==> src/fcs_pkg.sv <==
// Shared constants and types of the Flash checksum scanner.
package fcs_pkg;

  // Register indexes; the bus byte address is four times the index.
  localparam logic [1:0] FCS_IDX_MAIN = 2'h0;
  localparam logic [1:0] FCS_IDX_SECT = 2'h1;
  localparam logic [1:0] FCS_IDX_STAT = 2'h2;
  localparam int unsigned FCS_AXI_AW  = 12;

  // Field positions.
  localparam int unsigned FCS_MAIN_RST_BIT  = 7;
  localparam int unsigned FCS_MAIN_ARM_BIT  = 1;
  localparam int unsigned FCS_MAIN_EN_BIT   = 0;
  localparam int unsigned FCS_STAT_OK_BIT   = 1;
  localparam int unsigned FCS_STAT_BUSY_BIT = 0;

  // Reset values.
  localparam logic [7:0] FCS_MAIN_RST = 8'h00;
  localparam logic [7:0] FCS_SECT_RST = 8'h00;
  localparam logic [7:0] FCS_STAT_RST = 8'h02;

  // Section selector codes.
  localparam logic [1:0] FCS_SECT_FLASH    = 2'h0;
  localparam logic [1:0] FCS_SECT_BOOT_APP = 2'h1;
  localparam logic [1:0] FCS_SECT_BOOT     = 2'h2;

  // Checksum engine.
  localparam logic [15:0] FCS_CRC_INIT = 16'hFFFF;
  localparam logic [15:0] FCS_CRC_POLY = 16'h1021;
  localparam logic [15:0] FCS_CRC_GOOD = 16'h0000;

  // Timing in clock cycles.
  localparam logic [1:0] FCS_START_CYC = 2'h3;
  localparam logic [1:0] FCS_FETCH_CYC = 2'h3;

  // Bus answers.
  localparam logic [1:0] FCS_RESP_OKAY   = 2'h0;
  localparam logic [1:0] FCS_RESP_SLVERR = 2'h2;

  typedef enum logic [1:0] {
    FCS_IDLE,
    FCS_WAIT,
    FCS_SCAN,
    FCS_CHECK
  } fcs_state_t;

endpackage

==> src/fcs_crc_byte.sv <==
// One byte step of the CCITT checksum shift register.
`timescale 1ns/1ps
module fcs_crc_byte
  import fcs_pkg::*;
(
  input  wire logic [15:0] crc_in,
  input  wire logic [7:0]  data_in,
  output logic      [15:0] crc_out
);

  always_comb begin
    logic [15:0] c;
    c = crc_in;
    for (int i = 7; i >= 0; i--) begin
      // Bits enter most significant first.
      if (c[15] ^ data_in[i]) begin
        c = {c[14:0], 1'b0} ^ FCS_CRC_POLY;
      end else begin
        c = {c[14:0], 1'b0};
      end
    end
    crc_out = c;
  end

endmodule // fcs_crc_byte

==> src/fcs_flash_fetch.sv <==
// Flash word fetcher: one 16-bit word every three cycles.
`timescale 1ns/1ps
module fcs_flash_fetch
  import fcs_pkg::*;
(
  input  wire logic        aclk,
  input  wire logic        aresetn,
  input  wire logic        ce,
  input  wire logic        start,
  input  wire logic        abort,
  input  wire logic [15:0] first_addr,
  input  wire logic [15:0] last_addr,
  output logic      [15:0] flash_addr,
  output logic             flash_rd,
  input  wire logic [15:0] flash_rdata,
  output logic             word_valid,
  output logic      [15:0] word,
  output logic             word_last
);

  typedef struct packed {
    logic        run;
    logic [1:0]  cnt;
    logic [15:0] addr;
    logic [15:0] last;
    logic        w_v;
    logic [15:0] w;
    logic        w_last;
  } fcs_fetch_t;

  fcs_fetch_t s_q;
  fcs_fetch_t s_d;

  always_comb begin
    s_d = s_q;
    if (ce) begin
      s_d.w_v = 1'b0;
      if (abort) begin
        s_d.run = 1'b0;
      end else if (start) begin
        s_d.run  = 1'b1;
        s_d.cnt  = 2'h0;
        s_d.addr = first_addr;
        s_d.last = last_addr;
      end else if (s_q.run) begin
        if (s_q.cnt == FCS_FETCH_CYC - 2'h1) begin
          s_d.w_v    = 1'b1;
          s_d.w      = flash_rdata;
          s_d.w_last = (s_q.addr == s_q.last);
          s_d.cnt    = 2'h0;
          if (s_q.addr == s_q.last) begin
            s_d.run = 1'b0;
          end else begin
            s_d.addr = s_q.addr + 16'h0002;
          end
        end else begin
          s_d.cnt = s_q.cnt + 2'h1;
        end
      end
    end
  end

  always_ff @(posedge aclk) begin
    if (!aresetn) begin
      s_q <= '0;
    end else begin
      s_q <= s_d;
    end
  end

  assign flash_addr = s_q.addr;
  assign flash_rd   = ce && s_q.run && (s_q.cnt == 2'h0);
  assign word_valid = s_q.w_v;
  assign word       = s_q.w;
  assign word_last  = s_q.w_last;
endmodule // fcs_flash_fetch

==> src/fcs_scan_ctrl.sv <==
// Flash checksum scanner: registers, bus slave and scan sequencing.
//
// Implementation choice: the AXI4-Lite slave port.
`timescale 1ns/1ps
module fcs_scan_ctrl
  import fcs_pkg::*;
#(
  parameter logic [15:0] FLASH_END = 16'h7FFF
)
(
  input  wire logic                  aclk,
  input  wire logic                  aresetn,
  input  wire logic                  ce,
  input  wire logic [FCS_AXI_AW-1:0] s_axi_awaddr,
  input  wire logic                  s_axi_awvalid,
  output logic                       s_axi_awready,
  input  wire logic [31:0]           s_axi_wdata,
  input  wire logic [3:0]            s_axi_wstrb,
  input  wire logic                  s_axi_wvalid,
  output logic                       s_axi_wready,
  output logic      [1:0]            s_axi_bresp,
  output logic                       s_axi_bvalid,
  input  wire logic                  s_axi_bready,
  input  wire logic [FCS_AXI_AW-1:0] s_axi_araddr,
  input  wire logic                  s_axi_arvalid,
  output logic                       s_axi_arready,
  output logic      [31:0]           s_axi_rdata,
  output logic      [1:0]            s_axi_rresp,
  output logic                       s_axi_rvalid,
  input  wire logic                  s_axi_rready,
  input  wire logic                  boot_scan_en,
  input  wire logic [1:0]            boot_section,
  input  wire logic [15:0]           boot_end,
  input  wire logic [15:0]           app_end,
  output logic      [15:0]           flash_addr,
  output logic                       flash_rd,
  input  wire logic [15:0]           flash_rdata,
  output logic                       cpu_stall,
  output logic                       nmi_req
);

  typedef struct packed {
    logic       aw_v;
    logic [1:0] aw_i;
    logic       aw_map;
    logic       w_v;
    logic [7:0] w_d;
    logic       w_s;
    logic       b_v;
    logic [1:0] b_r;
    logic       r_v;
    logic [7:0] r_d;
    logic [1:0] r_r;
    logic       en;
    logic       arm;
    logic [1:0] sect;
    logic       ok;
    logic       busy;
    logic       nmi;
    logic       boot_pend;
    logic       boot_run;
    logic       hang;
    fcs_state_t st;
    logic [1:0] dly;
    logic [15:0] crc;
  } fcs_regs_t;

  fcs_regs_t s_q;
  fcs_regs_t s_d;

  logic        wr_go;
  logic        wr_main;
  logic        main_ok;
  logic        rst_go;
  logic        arm_go;
  logic        start_go;
  logic        sect_go;
  logic        chk_pass;
  logic        chk_fail;
  logic        fetch_start;
  logic [15:0] end_addr;
  logic        word_valid;
  logic [15:0] word;
  logic        word_last;
  logic [15:0] crc_chain [0:2];

  ////////////////////////////////////////////////////////////////////////////
  // Write decode.

  assign wr_go   = s_q.aw_v && s_q.w_v && !s_q.b_v;
  assign wr_main = wr_go && s_q.aw_map && s_q.w_s &&
                   (s_q.aw_i == FCS_IDX_MAIN);
  assign main_ok = ce && wr_main && !s_q.nmi;
  // The strobe wins over the other bits of the same write.
  assign rst_go  = main_ok && s_q.w_d[FCS_MAIN_RST_BIT] &&
                   (!s_q.arm || !s_q.busy);
  assign arm_go  = main_ok && !rst_go && s_q.w_d[FCS_MAIN_ARM_BIT] &&
                   !s_q.busy;
  assign start_go = main_ok && !rst_go &&
                    s_q.w_d[FCS_MAIN_EN_BIT];
  assign sect_go = ce && wr_go && s_q.aw_map && s_q.w_s &&
                   (s_q.aw_i == FCS_IDX_SECT) &&
                   !s_q.busy && !s_q.nmi;

  assign chk_pass = ce && (s_q.st == FCS_CHECK) &&
                    (s_q.crc == FCS_CRC_GOOD);
  assign chk_fail = ce && (s_q.st == FCS_CHECK) &&
                    (s_q.crc != FCS_CRC_GOOD);

  // Reserved code 3 scans the whole Flash rather than nothing.
  always_comb begin
    case (s_q.sect)
      FCS_SECT_BOOT_APP: end_addr = app_end;
      FCS_SECT_BOOT:     end_addr = boot_end;
      default:           end_addr = FLASH_END;
    endcase
  end

  ////////////////////////////////////////////////////////////////////////////
  // Next state.

  always_comb begin
    s_d = s_q;
    fetch_start = 1'b0;
    if (ce) begin
      if (s_axi_awvalid && s_axi_awready) begin
        s_d.aw_v   = 1'b1;
        s_d.aw_i   = s_axi_awaddr[3:2];
        s_d.aw_map = (s_axi_awaddr[FCS_AXI_AW-1:4] == '0) &&
                     (s_axi_awaddr[3:2] != 2'h3);
      end
      if (s_axi_wvalid && s_axi_wready) begin
        s_d.w_v = 1'b1;
        s_d.w_d = s_axi_wdata[7:0];
        s_d.w_s = s_axi_wstrb[0];
      end
      if (wr_go) begin
        s_d.aw_v = 1'b0;
        s_d.w_v  = 1'b0;
        s_d.b_v  = 1'b1;
        s_d.b_r  = s_q.aw_map ? FCS_RESP_OKAY : FCS_RESP_SLVERR;
      end
      if (s_q.b_v && s_axi_bready) begin
        s_d.b_v = 1'b0;
      end
      if (s_axi_arvalid && s_axi_arready) begin
        s_d.r_v = 1'b1;
        s_d.r_r = FCS_RESP_OKAY;
        case (s_axi_araddr[3:2])
          FCS_IDX_MAIN: s_d.r_d = {6'h00, s_q.arm, s_q.en};
          FCS_IDX_SECT: s_d.r_d = {6'h00, s_q.sect};
          FCS_IDX_STAT: s_d.r_d = {6'h00, s_q.ok, s_q.busy};
          default: begin
            s_d.r_d = 8'h00;
            s_d.r_r = FCS_RESP_SLVERR;
          end
        endcase
        if (s_axi_araddr[FCS_AXI_AW-1:4] != '0) begin
          s_d.r_d = 8'h00;
          s_d.r_r = FCS_RESP_SLVERR;
        end
      end
      if (s_q.r_v && s_axi_rready) begin
        s_d.r_v = 1'b0;
      end

      case (s_q.st)
        FCS_WAIT: begin
          // The CPU runs on through the start delay unless a start-up scan holds it.
          if (s_q.dly == FCS_START_CYC - 2'h1) begin
            s_d.st      = FCS_SCAN;
            fetch_start = 1'b1;
          end else begin
            s_d.dly = s_q.dly + 2'h1;
          end
        end
        FCS_SCAN: begin
          if (word_valid) begin
            s_d.crc = crc_chain[2];
            if (word_last) begin
              s_d.st = FCS_CHECK;
            end
          end
        end
        FCS_CHECK: begin
          s_d.busy     = 1'b0;
          s_d.ok       = chk_pass;
          s_d.st       = FCS_IDLE;
          s_d.boot_run = 1'b0;
          if (chk_fail && s_q.arm) begin
            s_d.nmi = 1'b1;
          end
          if (chk_fail && s_q.boot_run) begin
            s_d.hang = 1'b1;
          end
        end
        default: begin
          s_d.st = FCS_IDLE;
        end
      endcase

      if (arm_go) begin
        s_d.arm = 1'b1;
      end
      if (sect_go) begin
        s_d.sect = s_q.w_d[1:0];
      end
      if (start_go) begin
        s_d.en   = 1'b1;
        s_d.busy = 1'b1;
        s_d.st   = FCS_WAIT;
        s_d.dly  = 2'h0;
        s_d.crc  = FCS_CRC_INIT;
      end
      if (rst_go) begin
        // The arm bit and a raised NMI survive the strobe.
        s_d.en       = FCS_MAIN_RST[FCS_MAIN_EN_BIT];
        s_d.sect     = FCS_SECT_RST[1:0];
        s_d.ok       = FCS_STAT_RST[FCS_STAT_OK_BIT];
        s_d.busy     = FCS_STAT_RST[FCS_STAT_BUSY_BIT];
        s_d.st       = FCS_IDLE;
        s_d.boot_run = 1'b0;
      end
      // The strap is caught in the first enabled cycle after reset.
      if (s_q.boot_pend) begin
        s_d.boot_pend = 1'b0;
        if (boot_scan_en) begin
          s_d.en       = 1'b1;
          s_d.sect     = boot_section;
          s_d.busy     = 1'b1;
          s_d.st       = FCS_WAIT;
          s_d.dly      = 2'h0;
          s_d.crc      = FCS_CRC_INIT;
          s_d.boot_run = 1'b1;
        end
      end
    end
  end

  always_ff @(posedge aclk) begin
    if (!aresetn) begin
      s_q           <= '0;
      s_q.ok        <= FCS_STAT_RST[FCS_STAT_OK_BIT];
      s_q.boot_pend <= 1'b1;
    end else begin
      s_q <= s_d;
    end
  end

  ////////////////////////////////////////////////////////////////////////////
  // Datapath.

  assign crc_chain[0] = s_q.crc;

  // Byte 0 of a word sits in the low lane and goes first.
  for (genvar g = 0; g < 2; g++) begin : g_byte
    fcs_crc_byte u_step (
      .crc_in  (crc_chain[g]),
      .data_in (word[8*g +: 8]),
      .crc_out (crc_chain[g+1])
    );
  end

  fcs_flash_fetch u_fetch (
    .aclk        (aclk),
    .aresetn     (aresetn),
    .ce          (ce),
    .start       (fetch_start),
    .abort       (rst_go || start_go),
    .first_addr  (16'h0000),
    .last_addr   ({end_addr[15:1], 1'b0}),
    .flash_addr  (flash_addr),
    .flash_rd    (flash_rd),
    .flash_rdata (flash_rdata),
    .word_valid  (word_valid),
    .word        (word),
    .word_last   (word_last)
  );

  assign s_axi_awready = ce && !s_q.aw_v;
  assign s_axi_wready  = ce && !s_q.w_v;
  assign s_axi_bvalid  = s_q.b_v;
  assign s_axi_bresp   = s_q.b_r;
  assign s_axi_arready = ce && !s_q.r_v;
  assign s_axi_rvalid  = s_q.r_v;
  assign s_axi_rresp   = s_q.r_r;
  assign s_axi_rdata   = {24'h00_0000, s_q.r_d};
  // A failed start-up scan keeps the CPU held for good.
  assign cpu_stall = (s_q.st == FCS_SCAN) || s_q.boot_run || s_q.hang;
  assign nmi_req   = s_q.nmi;
endmodule // fcs_scan_ctrl

==> config.mk <==
export PLATFORM = sky130hd
export DESIGN_NAME = fcs_scan_ctrl
export DESIGN_NICKNAME = d
export VERILOG_FILES = /design/src/fcs_pkg.sv /design/src/fcs_crc_byte.sv /design/src/fcs_flash_fetch.sv /design/src/fcs_scan_ctrl.sv
export SDC_FILE = /design/constraint.sdc
export NUM_CORES = 1
export LEC_CHECK = 0
export ABC_AREA = 1
export CORE_UTILIZATION = 30
export DETAILED_ROUTE_END_ITERATION = 8
export DONT_BUFFER_PORTS = 1
export PLACE_DENSITY_LB_ADDON = 0.15
export REMOVE_ABC_BUFFERS = 1
export SLEW_MARGIN = 20
export SYNTH_ARGS = -nofsm -noshare
export SYNTH_HDL_FRONTEND = slang
export SYNTH_SLANG_ARGS = --single-unit
==> constraint.sdc <==
create_clock -name aclk -period 2.2 [get_ports aclk]
set_input_delay 0.44 -clock aclk [delete_from_list [all_inputs] [get_ports aclk]]
set_output_delay 0.44 -clock aclk [all_outputs]
set_load 0.02 [all_outputs]
Word level (Yosys, flattened, before mapping)
Cells that the tools add are included.

cells by class
  eq/ne operators = 13
  multiplexer cells = 74
  bitwise logic cells = 34
  reductions and logical operators = 78
  add/sub/neg operators = 3

operators by type and width
  kind                                                                    count
  13-bit two-way mux                                                      16
  18-bit two-way mux                                                      4
  16-bit two-way mux                                                      4
  20-bit two-way mux                                                      3
  3-bit NOT                                                               16
  19-bit two-way mux                                                      2
  1-bit logical AND                                                       35
  16-bit case mux with 2 select lines                                     1
  2-bit two-way mux                                                       13
  1-bit two-way mux                                                       22
  10-bit two-way mux                                                      2
  2-bit AND reduction                                                     10
  16-bit by 2-bit adder with 16-bit output (second input constant)        1
  16-bit equality test                                                    1
  16-bit zero test                                                        1
  16-bit nonzero test                                                     1
  1-bit bitwise XOR                                                       16
  2-bit nonzero test                                                      7
  2-bit equality test (second input constant)                             6
  3-bit AND reduction                                                     4
  11-bit two-way mux                                                      1
  5-bit AND reduction                                                     2
  2-bit by 1-bit equality test with 1-bit output (second input constant)  4
  1-bit zero test                                                         8
  12 further kinds                                                        22

storage, ports and cells
  register bits = 110
  output and inout bits = 60
  word-level logic and storage cells = 232
  input port bits = 119

Longest topological paths before layout
Gate-level depths: netlist of run 1.

  depth after elaboration = 38
  mapped depth = 13
  depth with buffers taken out = 13

Cells and area by module
From an unflattened synthesis of run 1, not the netlist that was laid out.

unflattened totals
  cells, all modules = 1107
  area, all modules = 6777.8 um2

by module, submodules not included
  module           times used  area each (um2)  cells an instance  seq. area each (um2)
  fcs_flash_fetch  1           2970.3           458                1061.0
  fcs_scan_ctrl    1           2866.5           433                900.9
  fcs_crc_byte     2           470.5            108                0.0

Worst setup path before layout of run 1
No wires, ideal clock.

  path type = register to register
  start point = register s_q[19] in the netlist's numbering
  end point = register u_fetch.s_q (netlist bit u_fetch.word[15])
  arrival = 1.503 ns
  stages on the path, launching flop included = 12
  setup slack = 0.578 ns
  path buffers = 1
  path through = dfxtp_1 -> inv_1 -> ha_1 -> nand2_1 -> nor2_1 -> inv_1 -> nand2_1 -> inv_1 -> nand3_2 -> buf_4 -> o21ai_0 -> a21oi_1

between the ends
  cells in the longest elaborated chain, start to end = 5

ends and longest elaborated chain
  item                                            RTL line               text
  start: declaration                              fcs_scan_ctrl.sv:68    fcs_regs_t s_q;
  2-bit by 1-bit equality test with 1-bit output  fcs_scan_ctrl.sv:167   case (s_q.st)
  1-bit two-way mux                               fcs_scan_ctrl.sv:167
  1-bit two-way mux                               fcs_scan_ctrl.sv:125   if (ce) begin
  1-bit NOT (no source line)                      n/a
  5-bit AND reduction (no source line)            n/a
  end signal: assignment                          fcs_flash_fetch.sv:65  s_q <= '0;
  end signal: assignment                          fcs_flash_fetch.sv:67  s_q <= s_d;
  end: declaration                                fcs_flash_fetch.sv:31  fcs_fetch_t s_q;

No other way between the ends.
A chain may end at the register's enable or synchronous reset.

Worst setup path after layout of run 1
  start point = register s_q[57] in the netlist's numbering
  end point = register u_fetch.s_q (netlist bit u_fetch.flash_addr[9])

between the ends
  cells in the longest elaborated chain, start to end = 15

ends and longest elaborated chain
  item                                    RTL line              text
  1-bit logical AND * (2 in a row)        fcs_scan_ctrl.sv:90   assign wr_go = s_q.aw_v && s_q.w_v && !s_q.b_v;
  1-bit logical AND * (3 in a row)        fcs_scan_ctrl.sv:91   assign wr_main = wr_go && s_q.aw_map && s_q.w_s &&
  1-bit logical AND * (2 in a row)        fcs_scan_ctrl.sv:93   assign main_ok = ce && wr_main && !s_q.nmi;
  1-bit logical AND (2 in a row)          fcs_scan_ctrl.sv:95   assign rst_go = main_ok && s_q.w_d[FCS_MAIN_RST_BIT] &&
  1-bit zero test                         fcs_scan_ctrl.sv:99   assign start_go = main_ok && !rst_go &&
  1-bit logical AND (2 in a row)          fcs_scan_ctrl.sv:99
  1-bit logical OR *                      fcs_scan_ctrl.sv:269  .abort (rst_go || start_go),
  1-bit NOT (no source line) *            n/a
  5-bit AND reduction (no source line) *  n/a

Every way passes the cells marked *; elsewhere a longest branch is shown, timed or not.

==> results of run 1 <==
stage by stage:
| stage | area (sq um) | util | TNS (ns) | setup slack, ns |
|---|---|---|---|---|
| 2_1_floorplan | 5490 | - | -17.08 | -0.461 |
| 3_3_place_gp | 6090 | 0.314 | 0 | 0.220 |
| 3_5_place_dp | 6090 | 0.314 | 0 | 0.211 |
| 4_1_cts | 6370 | 0.328 | 0 | 0.197 |
| 5_1_grt | 6370 | 0.329 | 0 | 0.0128 |
| 6_report | 6370 | 0.329 | 0 | 0.262 |
layer usage:
metal / wire (microns) / vias to the layer above / global-route usage
met5: 0 / - / 0
met4: 146 / 0 / 0.0340
met3: 653 / 7 / 0.0389
met2: 7420 / 110 / 0.264
met1: 8070 / 2379 / 0.223
li1: - / 2751 / -
repair_timing:
item,CTS,global route
gates resized for setup,0,1
endpoints found under the hold margin,0,0
endpoints found under the setup margin,0,1
layout by cell type (no fill, tap or decap), types with 3 or more instances in the layout:
cell	instances
sky130_fd_sc_hd__a31oi_1	3
sky130_fd_sc_hd__a221o_1	14
sky130_fd_sc_hd__o21ai_1	5
sky130_fd_sc_hd__o21ai_0	50
sky130_fd_sc_hd__nand4_1	11
sky130_fd_sc_hd__clkinvlp_4	3
sky130_fd_sc_hd__o21bai_1	3
sky130_fd_sc_hd__nor2_1	61
sky130_fd_sc_hd__inv_1	88
sky130_fd_sc_hd__conb_1	33
sky130_fd_sc_hd__buf_4	30
sky130_fd_sc_hd__nand3b_1	3
sky130_fd_sc_hd__nand2_1	169
sky130_fd_sc_hd__xnor2_1	22
sky130_fd_sc_hd__nand2_2	5
sky130_fd_sc_hd__nor2_4	3
sky130_fd_sc_hd__a21oi_1	104
sky130_fd_sc_hd__dfxtp_1	96
sky130_fd_sc_hd__nor3_1	4
sky130_fd_sc_hd__nand3_1	66
sky130_fd_sc_hd__nor4_1	14
sky130_fd_sc_hd__ha_1	9
sky130_fd_sc_hd__clkbuf_16	9
sky130_fd_sc_hd__xor2_1	18
where the power goes:
group	internal, mW	leakage, nW	switching, mW	total (mW)
clock	0.780	0.130	0.770	1.55
combinational	0.164	1.64	0.341	0.505
sequential	1.78	0.781	0.0541	1.84
how the worst max path moves through the flow:
| stage | endpoint | startpoint | cells after the start |
|---|---|---|---|
| 2_1_floorplan | u_fetch.word[0] | s_q[19] | 10 |
| 3_3_place_gp | u_fetch.flash_addr[9] | nmi_req | 11 |
| 3_5_place_dp | u_fetch.flash_addr[9] | nmi_req | 11 |
| 4_1_cts | u_fetch.flash_addr[9] | nmi_req | 11 |
| 5_1_grt | u_fetch.flash_addr[9] | s_q[57] | 10 |
| 6_report | u_fetch.flash_addr[9] | s_q[57] | 10 |
area by class of cell:
| cell class | count | area [sq um] | share of cell area |
|---|---|---|---|
| tap | 265 | 332 | 0.0520 |
| inverter | 90 | 340 | 0.0534 |
| clock inverter | 7 | 56.3 | 0.00883 |
| sequential | 96 | 1920 | 0.302 |
| clock buffer | 9 | 225 | 0.0353 |
| timing repair buffer | 32 | 265 | 0.0416 |
| multi-input combinational | 620 | 3230 | 0.507 |
cell families (layout without fill, tap and decap cells):
kind of cell / count (synthesis) / after routing
AO/OA/AOI/OAI: 191 / 191
AND/OR/NAND/NOR: 347 / 347
other: 1 / 33
buffers and inverters: 174 / 138
adder cells (fa/ha/maj): 9 / 9
flip-flops: 96 / 96
XOR/XNOR: 40 / 40
sequential cells by signal, summed over array words and instances (netlist names):
register / cells
s_axi_rresp: 1
s_axi_bvalid: 1
u_fetch.word_valid: 1
s_axi_rvalid: 1
crc_chain: 16
nmi_req: 1
u_fetch.word_last: 1
u_fetch.flash_addr: 15
u_fetch.s_q: 18
s_axi_bresp: 1
s_q: 22
u_fetch.word: 16
s_axi_rdata: 2
worst max-delay path, stage by stage, from the launching register on:
cell and delay, ns:
sky130_fd_sc_hd__dfxtp_1 0.38, sky130_fd_sc_hd__nand3_1 0.14, sky130_fd_sc_hd__nor2_4 0.16, sky130_fd_sc_hd__nand4_2 0.14
sky130_fd_sc_hd__nor2_4 0.14, sky130_fd_sc_hd__nor2_4 0.05, sky130_fd_sc_hd__buf_4 0.22, sky130_fd_sc_hd__nand2_2 0.20
sky130_fd_sc_hd__nand2_4 0.16, sky130_fd_sc_hd__o21ai_0 0.18, sky130_fd_sc_hd__nor2_1 0.05
==> key figures, run 1 <==
Outcome
  • Run status: completed

Clocking
  • Number of buffers inserted by post-CTS setup repair: 0
  • Clock-pin slew on the worst setup and hold paths: around 0.08 ns
  • Buffer cell driving the clock tree root: sky130_fd_sc_hd__clkbuf_16
  • Clock sink count: 96
  • H-tree depth: 3
  • Number of clock buffers inserted by TritonCTS: 9
  • Clk Latency, worst-skew pair: 0.36 ns
  • Clock tree from TritonCTS: built
  • Bufs on Longest Clock Path: 2
  • Count of hold buffers inserted by post-cts repair: 0

Cells and area
  • Final net count: between 900 and 1000
  • Antenna diode instance count: 0
  • Post-route non-filler standard cell count: between 1000 and 1500
  • Share of final-layout standard cells stronger than drive strength 1: 0.0808
  • Fill cells: 2186
  • Layout-stage area growth over the synthesis result: 7.38%

STA
  • Max-slew violation count: 0
  • Number of failing setup endpoints in the final timing report: 0
  • Tcrit/Tclk final: 0.881
  • Max-slew headroom at the worst pin: 0.593
  • Post-Route Hold Slack: ~0.16 ns
  • Worst setup skew after layout: 0.00851 ns
  • Max Clock Freq: ~520 MHz
  • Final hold viol count: 0
  • Transition at the pin with the smallest max-transition slack: slightly above 0.6 ns
  • RSZ-0062 raised after global routing: false
  • Minimum period implied by the final worst setup slack: roughly 1.9 ns

Critical path
  • Critical Path End Type: flop
  • Register-to-Register Path Depth: 10
  • Worst flop-to-flop path startpoint: s_q[57]
  • Nature of the critical path startpoint: flop
  • Top fanout value on the critical path: 21
  • CP arrival: 2.19 ns
  • Worst flop-to-flop path endpoint: u_fetch.flash_addr[9]
  • Worst setup path category: flop to flop
  • Worst path required time: 2.45 ns
  • Reg-to-reg setup timing slack: 0.26 ns

Detailed routing
  • Count of nets left with antenna violations after detail routing: 0
  • Post-detailed-route wirelength per cell: ~15 microns
  • Routed via count: approximately 5200
  • Count of routing violations after the opening detailed-route iteration: between 300 and 400
  • Vias per Instance: ~4.7
  • DRC Markers: 0
  • First-pass iteration count of the detailed router: 4
  • Final Routed Wirelength: between 15000 and 20000 microns

Pwr
  • Leak Pwr: 2.55 nW
  • Power density over the cells: a little over 600 nW/um^2
  • Worst supply voltage drop on vdd: 356 uV
  • Final Total Pwr: approximately 4 mW

Logic synthesis
  • Share of cell area taken by muxes after synthesis: 0
  • Simple-gate portion of the synthesized area: 0.263
  • Cell variety after synth: 43
  • Cell accounting for the most synthesized area: sky130_fd_sc_hd__dfxtp_1
  • Leading post-synthesis cells by instance count: sky130_fd_sc_hd__nand2_1 (169), sky130_fd_sc_hd__a21oi_1 (104), sky130_fd_sc_hd__dfxtp_1 (96)
  • Share of synthesized registers carrying an async set or reset: 0
  • Predominant post-synthesis flop cell: sky130_fd_sc_hd__dfxtp_1
  • Flip-flop and latch count after synthesis: 96
  • Xor and xnor area share after synthesis: 0.0590
  • Ys Warns: 0
  • Top cell type's share of synthesized area: 0.324
  • Combined area of all synthesized cells: about 5900 sq um
  • Leading cell types by total area after synthesis: sky130_fd_sc_hd__dfxtp_1 (32%), sky130_fd_sc_hd__nand2_1 (11%), sky130_fd_sc_hd__a21oi_1 (8.8%), sky130_fd_sc_hd__buf_4 (7.2%), sky130_fd_sc_hd__inv_1 (5.6%)
  • Adder-cell share of the synthesized area: 0.0190
  • Most used standard cell by instance count after synthesis: sky130_fd_sc_hd__nand2_1
  • Cell count after synthesis: 858
  • Combinational family with the most area after synthesis: simple AND/OR/NAND/NOR gates
  • Number of flops mapped to enable cells by yosys: 0
  • Fraction of the mapped netlist area in compound gates: 0.181
  • Sequential-to-total area share from yosys stat: 0.324
  • Mean cell area of the mapped netlist: between 6 and 7 sq um

Min path
  • Worst min-delay path startpoint: aresetn
  • Worst hold path class: primary input to flop
  • End of the worst hold path: s_q[22]
  • Depth of the worst hold-timing path: 1

Place
  • Count of placed standard cells including taps: between 1000 and 1500
  • Detail Placement HPWL: 11700 microns
  • Total of buffers placed on input and output ports: 0
  • Placer congestion estimate: about 0.8

Floorplanning
  • Die width: 143 microns
  • Die Outline Area: approximately 20000 sq um
  • Core box area: between 15000 and 20000 sq um
  • I/O pin count: 179
  • Cell row count: between 50 and 60
  • Initial core utilization: 0.306
  • Vert. Die Dim: between 100 and 150 microns

Global route
  • Initial antenna violation count: 0
  • Via count of the first global-routing pass: between 4000 and 5000
  • First-pass GRT wire length: ~26000 microns
  • Congestion Overflow GR: 0
  • Largest net degree at the start of global routing: 53
  • GRT Resource Usage Total: 0.164

Run
  • MaxCap Viol Count: 0
Note: power is estimated with default switching activity, not from simulation.
==> run 2: changes to the inputs <==
--- a/config.mk
+++ b/config.mk
@@ -5,8 +5,8 @@
 export SDC_FILE = /design/constraint.sdc
 export NUM_CORES = 1
 export LEC_CHECK = 0
-export ABC_AREA = 1
 export CORE_UTILIZATION = 30
+export CTS_CLUSTER_SIZE = 24
 export DETAILED_ROUTE_END_ITERATION = 8
 export DONT_BUFFER_PORTS = 1
 export PLACE_DENSITY_LB_ADDON = 0.15
==> run 2 against run 1 <==
First-iteration DRC count fell by 64%. Total power fell by 0.15%. Routed wire length fell by 19%. Worst hold slack improved by 0.0095 ns. Final area fell by 7.8%. Largest cell class unchanged. Largest power group unchanged.
==> key figures, run 2 <==
Outcome
  • Run status: completed

Logic synthesis
  • Number of flops mapped to enable cells by yosys: 0
  • Predominant post-synthesis flop cell: sky130_fd_sc_hd__dfxtp_1
  • Cell accounting for the most synthesized area: sky130_fd_sc_hd__dfxtp_1
  • Combined area of all synthesized cells: 5270 sq um
  • Mean cell area of the mapped netlist: between 8 and 9 sq um
  • Cell variety after synth: 58
  • Most used standard cell by instance count after synthesis: sky130_fd_sc_hd__dfxtp_1
  • Sequential-to-total area share from yosys stat: 0.365
  • Leading post-synthesis cells by instance count: sky130_fd_sc_hd__dfxtp_1 (96), sky130_fd_sc_hd__nand2_1 (64), sky130_fd_sc_hd__nor2_1 (61)
  • Top cell type's share of synthesized area: 0.365
  • Share of synthesized registers carrying an async set or reset: 0
  • Cell count after synthesis: 615
  • Flip-flop and latch count after synthesis: 96
  • Leading cell types by total area after synthesis: sky130_fd_sc_hd__dfxtp_1 (36%), sky130_fd_sc_hd__buf_4 (7.4%), sky130_fd_sc_hd__xnor2_1 (7.0%), sky130_fd_sc_hd__a21oi_1 (5.4%), sky130_fd_sc_hd__nand2_1 (4.6%)
  • Ys Warns: 0

Critical path
  • Worst path required time: ~2.5 ns
  • Cell repeated most along the worst path: sky130_fd_sc_hd__xnor2_2
  • Series of cell instances along the critical path: xnor3_2, xor2_2, xnor2_2, xnor2_2, xor2_1, a211oi_1, a311oi_1
  • Critical Path End Type: flop
  • Largest stage delay, worst path: between 0.4 and 0.5 ns
  • Worst setup path category: flop to flop
  • Nature of the critical path startpoint: flop
  • Slowest stage cell, crit path: sky130_fd_sc_hd__xnor3_2
  • Top fanout value on the critical path: 2
  • CP arrival: 2.30 ns

Clocking
  • H-tree depth: 3
  • Buffer cell driving the clock tree root: sky130_fd_sc_hd__clkbuf_16
  • Clk Latency, worst-skew pair: approximately 0.35 ns
  • Clock sink count: 96
  • Clock-pin slew on the worst setup and hold paths: around 0.07 ns
  • Number of buffers inserted by post-CTS setup repair: 0
  • Clock tree from TritonCTS: built
  • Number of clock buffers inserted by TritonCTS: 9
  • Bufs on Longest Clock Path: 2

STA
  • Max-slew violation count: 0
  • RSZ-0062 raised after global routing: false
  • Tcrit/Tclk final: 0.928
  • Setup_tns: 0 ns
  • Max Clock Freq: just under 500 MHz
  • Worst setup skew after layout: 0.00612 ns
  • Final hold viol count: 0
  • Number of failing setup endpoints in the final timing report: 0
  • Minimum period implied by the final worst setup slack: 2.04 ns
  • Transition at the pin with the smallest max-transition slack: slightly above 0.5 ns
  • Max-slew headroom at the worst pin: 0.655

Detailed routing
  • Final Routed Wirelength: 13200 microns
  • Count of nets left with antenna violations after detail routing: 0
  • Routed via count: 4123
  • Count of routing violations after the opening detailed-route iteration: about 130
  • Vias per Instance: around 4.8
  • Post-detailed-route wirelength per cell: about 15 microns
  • DRC Markers: 0
  • First-pass iteration count of the detailed router: 6

Floorplanning
  • Vert. Die Dim: between 100 and 150 microns
  • Die Outline Area: about 18000 sq um
  • Cell row count: 48
  • Core box area: around 17000 sq um
  • Initial core utilization: 0.306
  • Die width: 135 microns
  • I/O pin count: approximately 180

Place
  • Total of buffers placed on input and output ports: 0
  • Placer congestion estimate: 0.784
  • Count of placed standard cells including taps: approximately 840
  • Detail Placement HPWL: between 10000 and 15000 microns
  • Cell area reported after detailed placement: between 5000 and 6000 sq um

Pwr
  • Worst supply voltage drop on vdd: slightly below 400 uV
  • Final Total Pwr: 3.89 mW
  • Leak Pwr: between 2 and 2.5 nW
  • Power density over the cells: about 660 nW/um^2

Cells and area
  • Layout-stage area growth over the synthesis result: 11.5%
  • Fill cells: between 1500 and 2000
  • Most used cells in the layout excluding fill and tap cells: sky130_fd_sc_hd__dfxtp_1 (96), sky130_fd_sc_hd__nand2_1 (64), sky130_fd_sc_hd__nor2_1 (58)
  • Sequential cell area: slightly below 2000 sq um
  • Top reg by flops: s_q
  • Antenna diode instance count: 0
  • Registers with the highest flip-flop counts: s_q (22), u_fetch.s_q (18)
  • Share of final-layout standard cells stronger than drive strength 1: 0.150
  • Area of combinational cells with multiple inputs: between 2000 and 3000 sq um
  • Post-route non-filler standard cell count: approximately 860
  • Final Instance Area: 5880 sq um
  • Final net count: ~760
  • Flip-flop count of the largest register after layout: 22
  • Leading cell type in the layout, fill and taps excluded: sky130_fd_sc_hd__dfxtp_1

Global route
  • Initial antenna violation count: 0
  • Congestion Overflow GR: 0
  • Largest net degree at the start of global routing: 45
  • First-pass GRT wire length: 21600 microns
  • GRT Resource Usage Total: 0.154
  • Via count of the first global-routing pass: 4231

Run
  • MaxCap Viol Count: 0

Min path
  • Worst hold path class: primary input to flop
run 2: changes by cell type after synthesis, moves of 8 or more:
cell,before,now
sky130_fd_sc_hd__nand2_1,169,64
sky130_fd_sc_hd__inv_1,88,12
sky130_fd_sc_hd__nand3_1,66,11
sky130_fd_sc_hd__a21oi_1,104,57
sky130_fd_sc_hd__o21ai_0,50,15
sky130_fd_sc_hd__xnor2_1,22,42
sky130_fd_sc_hd__a211oi_1,2,21
sky130_fd_sc_hd__a221o_1,14,0
sky130_fd_sc_hd__a221oi_1,0,14
sky130_fd_sc_hd__mux2i_1,0,14
sky130_fd_sc_hd__xnor2_2,0,9
sky130_fd_sc_hd__nor4_1,14,6
run 2: cell families (layout without fill, tap and decap cells):
family / Yosys count / after routing / synth area share
and+or+nand+nor: 186 / 186 / 0.161
AOI/OAI and AO/OA: 141 / 141 / 0.177
DFF: 96 / 96 / 0.365
buffers and inverters: 93 / 78 / 0.104
xor gates and xnor gates: 75 / 75 / 0.144
muxes: 14 / 14 / 0.0266
adders and majority gates: 9 / 9 / 0.0214
other: 1 / 33 / 0.000711
run 2: per-stage QoR:
step | util | setup slack (ns) | hold WS (ns)
after floorplan | - | -0.232 | 0.422
after global placement | 0.322 | 0.119 | 0.429
after detailed placement | 0.322 | 0.0826 | 0.440
after CTS | 0.338 | 0.0717 | 0.153
after global routing | 0.341 | 0.0239 | 0.155
final | 0.341 | 0.158 | 0.173
run 2: final cells by class:
cell class,count,share of cell area
clock buffer,11,0.0413
clock inverter,5,0.00532
inverter,13,0.00830
multi-input combinational,458,0.506
sequential,96,0.327
tap,225,0.0479
timing repair buffer,49,0.0647
run 2: path summary, 6_finish.rpt:
check                                     start       endpoint  slack [ns]  depth (start not counted)
worst max-delay path            u_fetch.word[2]  crc_chain[46]        0.16                          7
worst min-delay path                         ce        s_q[27]        0.17                          1
worst max register to register  u_fetch.word[2]  crc_chain[46]        0.16                          7
worst min register to register          s_q[22]        s_q[22]        0.45                          1
run 2: critical path, delay by kind of cell (launching register included):
family | cells | cell delay, ns
xor+xnor | 5 | 1.27
flops | 1 | 0.34
compound gates | 2 | 0.34
run 2: where the power goes:
part	internal, mW	leakage, nW	switching [mW]
clock network	0.796	0.136	0.693
registers	1.78	0.779	0.0446
logic	0.251	1.33	0.326
total	2.82	2.25	1.06
run 2: per-layer routing:
metal / global-route usage / vias to the layer above / wire [microns]
li1: - / 2107 / -
met1: 0.184 / 1900 / 5960
met2: 0.262 / 102 / 6260
met5: 0 / - / 0
met3: 0.0458 / 14 / 764
met4: 0.0543 / 0 / 216
run 2: timing repair:
action | CTS | global route
hold endpoints to repair | 0 | 0
hold buffers | 0 | 0
gates resized for setup | 0 | 8
setup endpoints to repair | 0 | 6
==> run 3: changes to the inputs <==
--- a/config.mk
+++ b/config.mk
@@ -5,6 +5,7 @@
 export SDC_FILE = /design/constraint.sdc
 export NUM_CORES = 1
 export LEC_CHECK = 0
+export CORE_ASPECT_RATIO = 1.75
 export CORE_UTILIZATION = 30
 export CTS_CLUSTER_SIZE = 24
 export DETAILED_ROUTE_END_ITERATION = 8
==> run 3 against run 2 <==
Sequential share of layout area decreased by 0.37 points. Clock power rose by 6%. Worst setup slack lost 0.050 ns. Combinational power rose by 6.8%. Count of clock-buffer cells in the layout grew 2. Global-route usage rose by 0.36 points. Routed wire length rose by 5.3%. Register-to-register slack got worse by 0.05 ns. Critical path depth is the same. Sequential cell count is the same. Critical path type unchanged. Clock skew rose by 0.0029 ns.
==> key figures, run 3 (synthesis results as in run 2) <==
Cells and area
  • Top reg by flops: s_q
  • Final net count: between 700 and 800
  • Utilization of the core after routing: 0.348
  • Sequential cell area: about 1900 sq um
  • Most used cells in the layout excluding fill and tap cells: sky130_fd_sc_hd__dfxtp_1 (96), sky130_fd_sc_hd__nand2_1 (64), sky130_fd_sc_hd__nor2_1 (58)
  • Share of final-layout standard cells stronger than drive strength 1: 0.152
  • Area of combinational cells with multiple inputs: 3010 sq um
  • Final Instance Area: 5950 sq um
  • Flip-flop count of the largest register after layout: 22
  • Leading cell type in the layout, fill and taps excluded: sky130_fd_sc_hd__dfxtp_1
  • Fill cells: around 1800
  • Layout-stage area growth over the synthesis result: 12.8%
  • Registers with the highest flip-flop counts: s_q (22), u_fetch.s_q (18)
  • Antenna diode instance count: 0

Place
  • Total of buffers placed on input and output ports: 0
  • Detail Placement HPWL: 10600 microns
  • Cell area reported after detailed placement: 5570 sq um
  • Placer congestion estimate: between 0.8 and 0.9

Detailed routing
  • First-pass iteration count of the detailed router: 5
  • DRC Markers: 0
  • Total met3 wirelength after detailed routing: about 630 microns
  • Routed via count: about 4200
  • Vias per Instance: about 4.9
  • Final Routed Wirelength: ~14000 microns
  • Count of routing violations after the opening detailed-route iteration: 170
  • Total routed wire length on the met1 layer: 5380 microns
  • Post-detailed-route wirelength per cell: between 15 and 20 microns
  • Amount of wire on met2 after detailed routing: ~7700 microns
  • Count of nets left with antenna violations after detail routing: 0
  • Top routing layer in use: met4

Outcome
  • Run status: completed

Floorplanning
  • Die width: between 100 and 150 microns
  • I/O pin count: roughly 180
  • Initial core utilization: 0.308
  • Core box area: about 17000 sq um
  • Vert. Die Dim: about 180 microns
  • Cell row count: 63
  • Die Outline Area: ~18000 sq um

Clocking
  • Bufs on Longest Clock Path: 2
  • Number of clock buffers inserted by TritonCTS: 9
  • Clock-pin slew on the worst setup and hold paths: ~0.070 ns
  • Clock sink count: 96
  • Buffer cell driving the clock tree root: sky130_fd_sc_hd__clkbuf_16
  • Clk Latency, worst-skew pair: roughly 0.34 ns
  • Clock tree from TritonCTS: built
  • H-tree depth: 3

STA
  • RSZ-0062 raised after global routing: false
  • Transition at the pin with the smallest max-transition slack: between 0.5 and 0.6 ns
  • Max Clock Freq: 478 MHz
  • Max-slew headroom at the worst pin: 0.624
  • Post-Route Hold Slack: 0.183 ns
  • Tcrit/Tclk final: 0.951
  • Worst setup skew after layout: roughly 0.009 ns
  • Setup_tns: 0 ns
  • Final hold viol count: 0
  • Max-slew violation count: 0
  • Number of failing setup endpoints in the final timing report: 0
  • Minimum period implied by the final worst setup slack: roughly 2.1 ns

Pwr
  • Worst supply voltage drop on vdd: ~270 uV
  • Final Total Pwr: between 4 and 5 mW
  • Leak Pwr: between 2 and 2.5 nW
  • Power density over the cells: 675 nW/um^2

Critical path
  • Series of cell instances along the critical path: xnor3_2, xor2_2, xnor2_2, xnor2_2, xor2_1, a211oi_1, a311oi_1
  • Largest stage delay, worst path: about 0.47 ns
  • Cell family contributing the most delay on the critical path: XOR/XNOR gates
  • Nature of the critical path startpoint: flop
  • Worst setup path category: flop to flop
  • Cell repeated most along the worst path: sky130_fd_sc_hd__xnor2_2
  • CP arrival: around 2.3 ns
  • Slowest stage cell, crit path: sky130_fd_sc_hd__xnor3_2
  • CP bufs+invs: 0
  • Worst path required time: between 2 and 2.5 ns
  • Top fanout value on the critical path: 2
  • Critical Path End Type: flop

Global route
  • First-pass GRT wire length: 21500 microns
  • Via count of the first global-routing pass: just over 4000
  • GRT Resource Usage Total: 0.158
  • Initial antenna violation count: 0
  • Largest net degree at the start of global routing: 49
  • Congestion Overflow GR: 0

Min path
  • Worst hold path class: primary input to flop

Run
  • MaxCap Viol Count: 0
-- run 3: changes by cell type in the layout (fill, tap and decap cells not counted), sizes merged --
cell,delta
clkinv,-3
buf,+2
clkbuf,+2
bufinv,+1
clkinvlp,-1
-- run 3: worst register-to-register path: cells and delay by family (launching register included) --
kind,cells,cell delay (ns)
XOR/XNOR,5,1.28
AO/OA/AOI/OAI,2,0.38
flip-flops,1,0.34
-- run 3: worst paths after layout --
check	startpoint	to	slack, ns	cells after the start
setup reg to reg	u_fetch.word[2]	crc_chain[46]	0.11	7
setup / recovery	u_fetch.word[2]	crc_chain[46]	0.11	7
hold / removal	ce	s_q[26]	0.18	1
hold reg to reg	s_q[22]	s_q[22]	0.45	1
-- run 3: routing by layer --
metal	vias to the layer above	track usage
met5	-	0
met4	0	0.0649
met3	13	0.0295
met2	100	0.290
met1	1981	0.173
li1	2101	-
-- run 3: final cells by class --
cell class | instances | share of cell area
tap | 227 | 0.0478
multi-input combinational | 458 | 0.506
inverter | 13 | 0.00821
clock inverter | 2 | 0.00652
sequential | 96 | 0.323
clock buffer | 13 | 0.0421
timing repair buffer | 51 | 0.0665
-- run 3: report_power, final --
part | internal, mW | total (mW) | switching [mW]
Combinational | 0.267 | 0.615 | 0.348
Clock | 0.913 | 1.58 | 0.666
Sequential | 1.78 | 1.82 | 0.0434
Total | 2.96 | 4.01 | 1.06
-- run 3: through the flow --
step | cells | setup slack (ns)
finish | 860 | 0.108
global route | 860 | 0.0130
CTS | 859 | 0.0143
detailed placement | 844 | -0.0893
global placement | 844 | -0.0537
floorplan | 567 | -0.232
-- run 3: repair_timing --
item / in CTS / in global routing
endpoints found under the hold margin: 0 / 0
hold buffers: 0 / 0
pin swaps: 0 / 2
gates resized for setup: 1 / 12
setup buffers: 0 / 1
endpoints found under the setup margin: 1 / 34
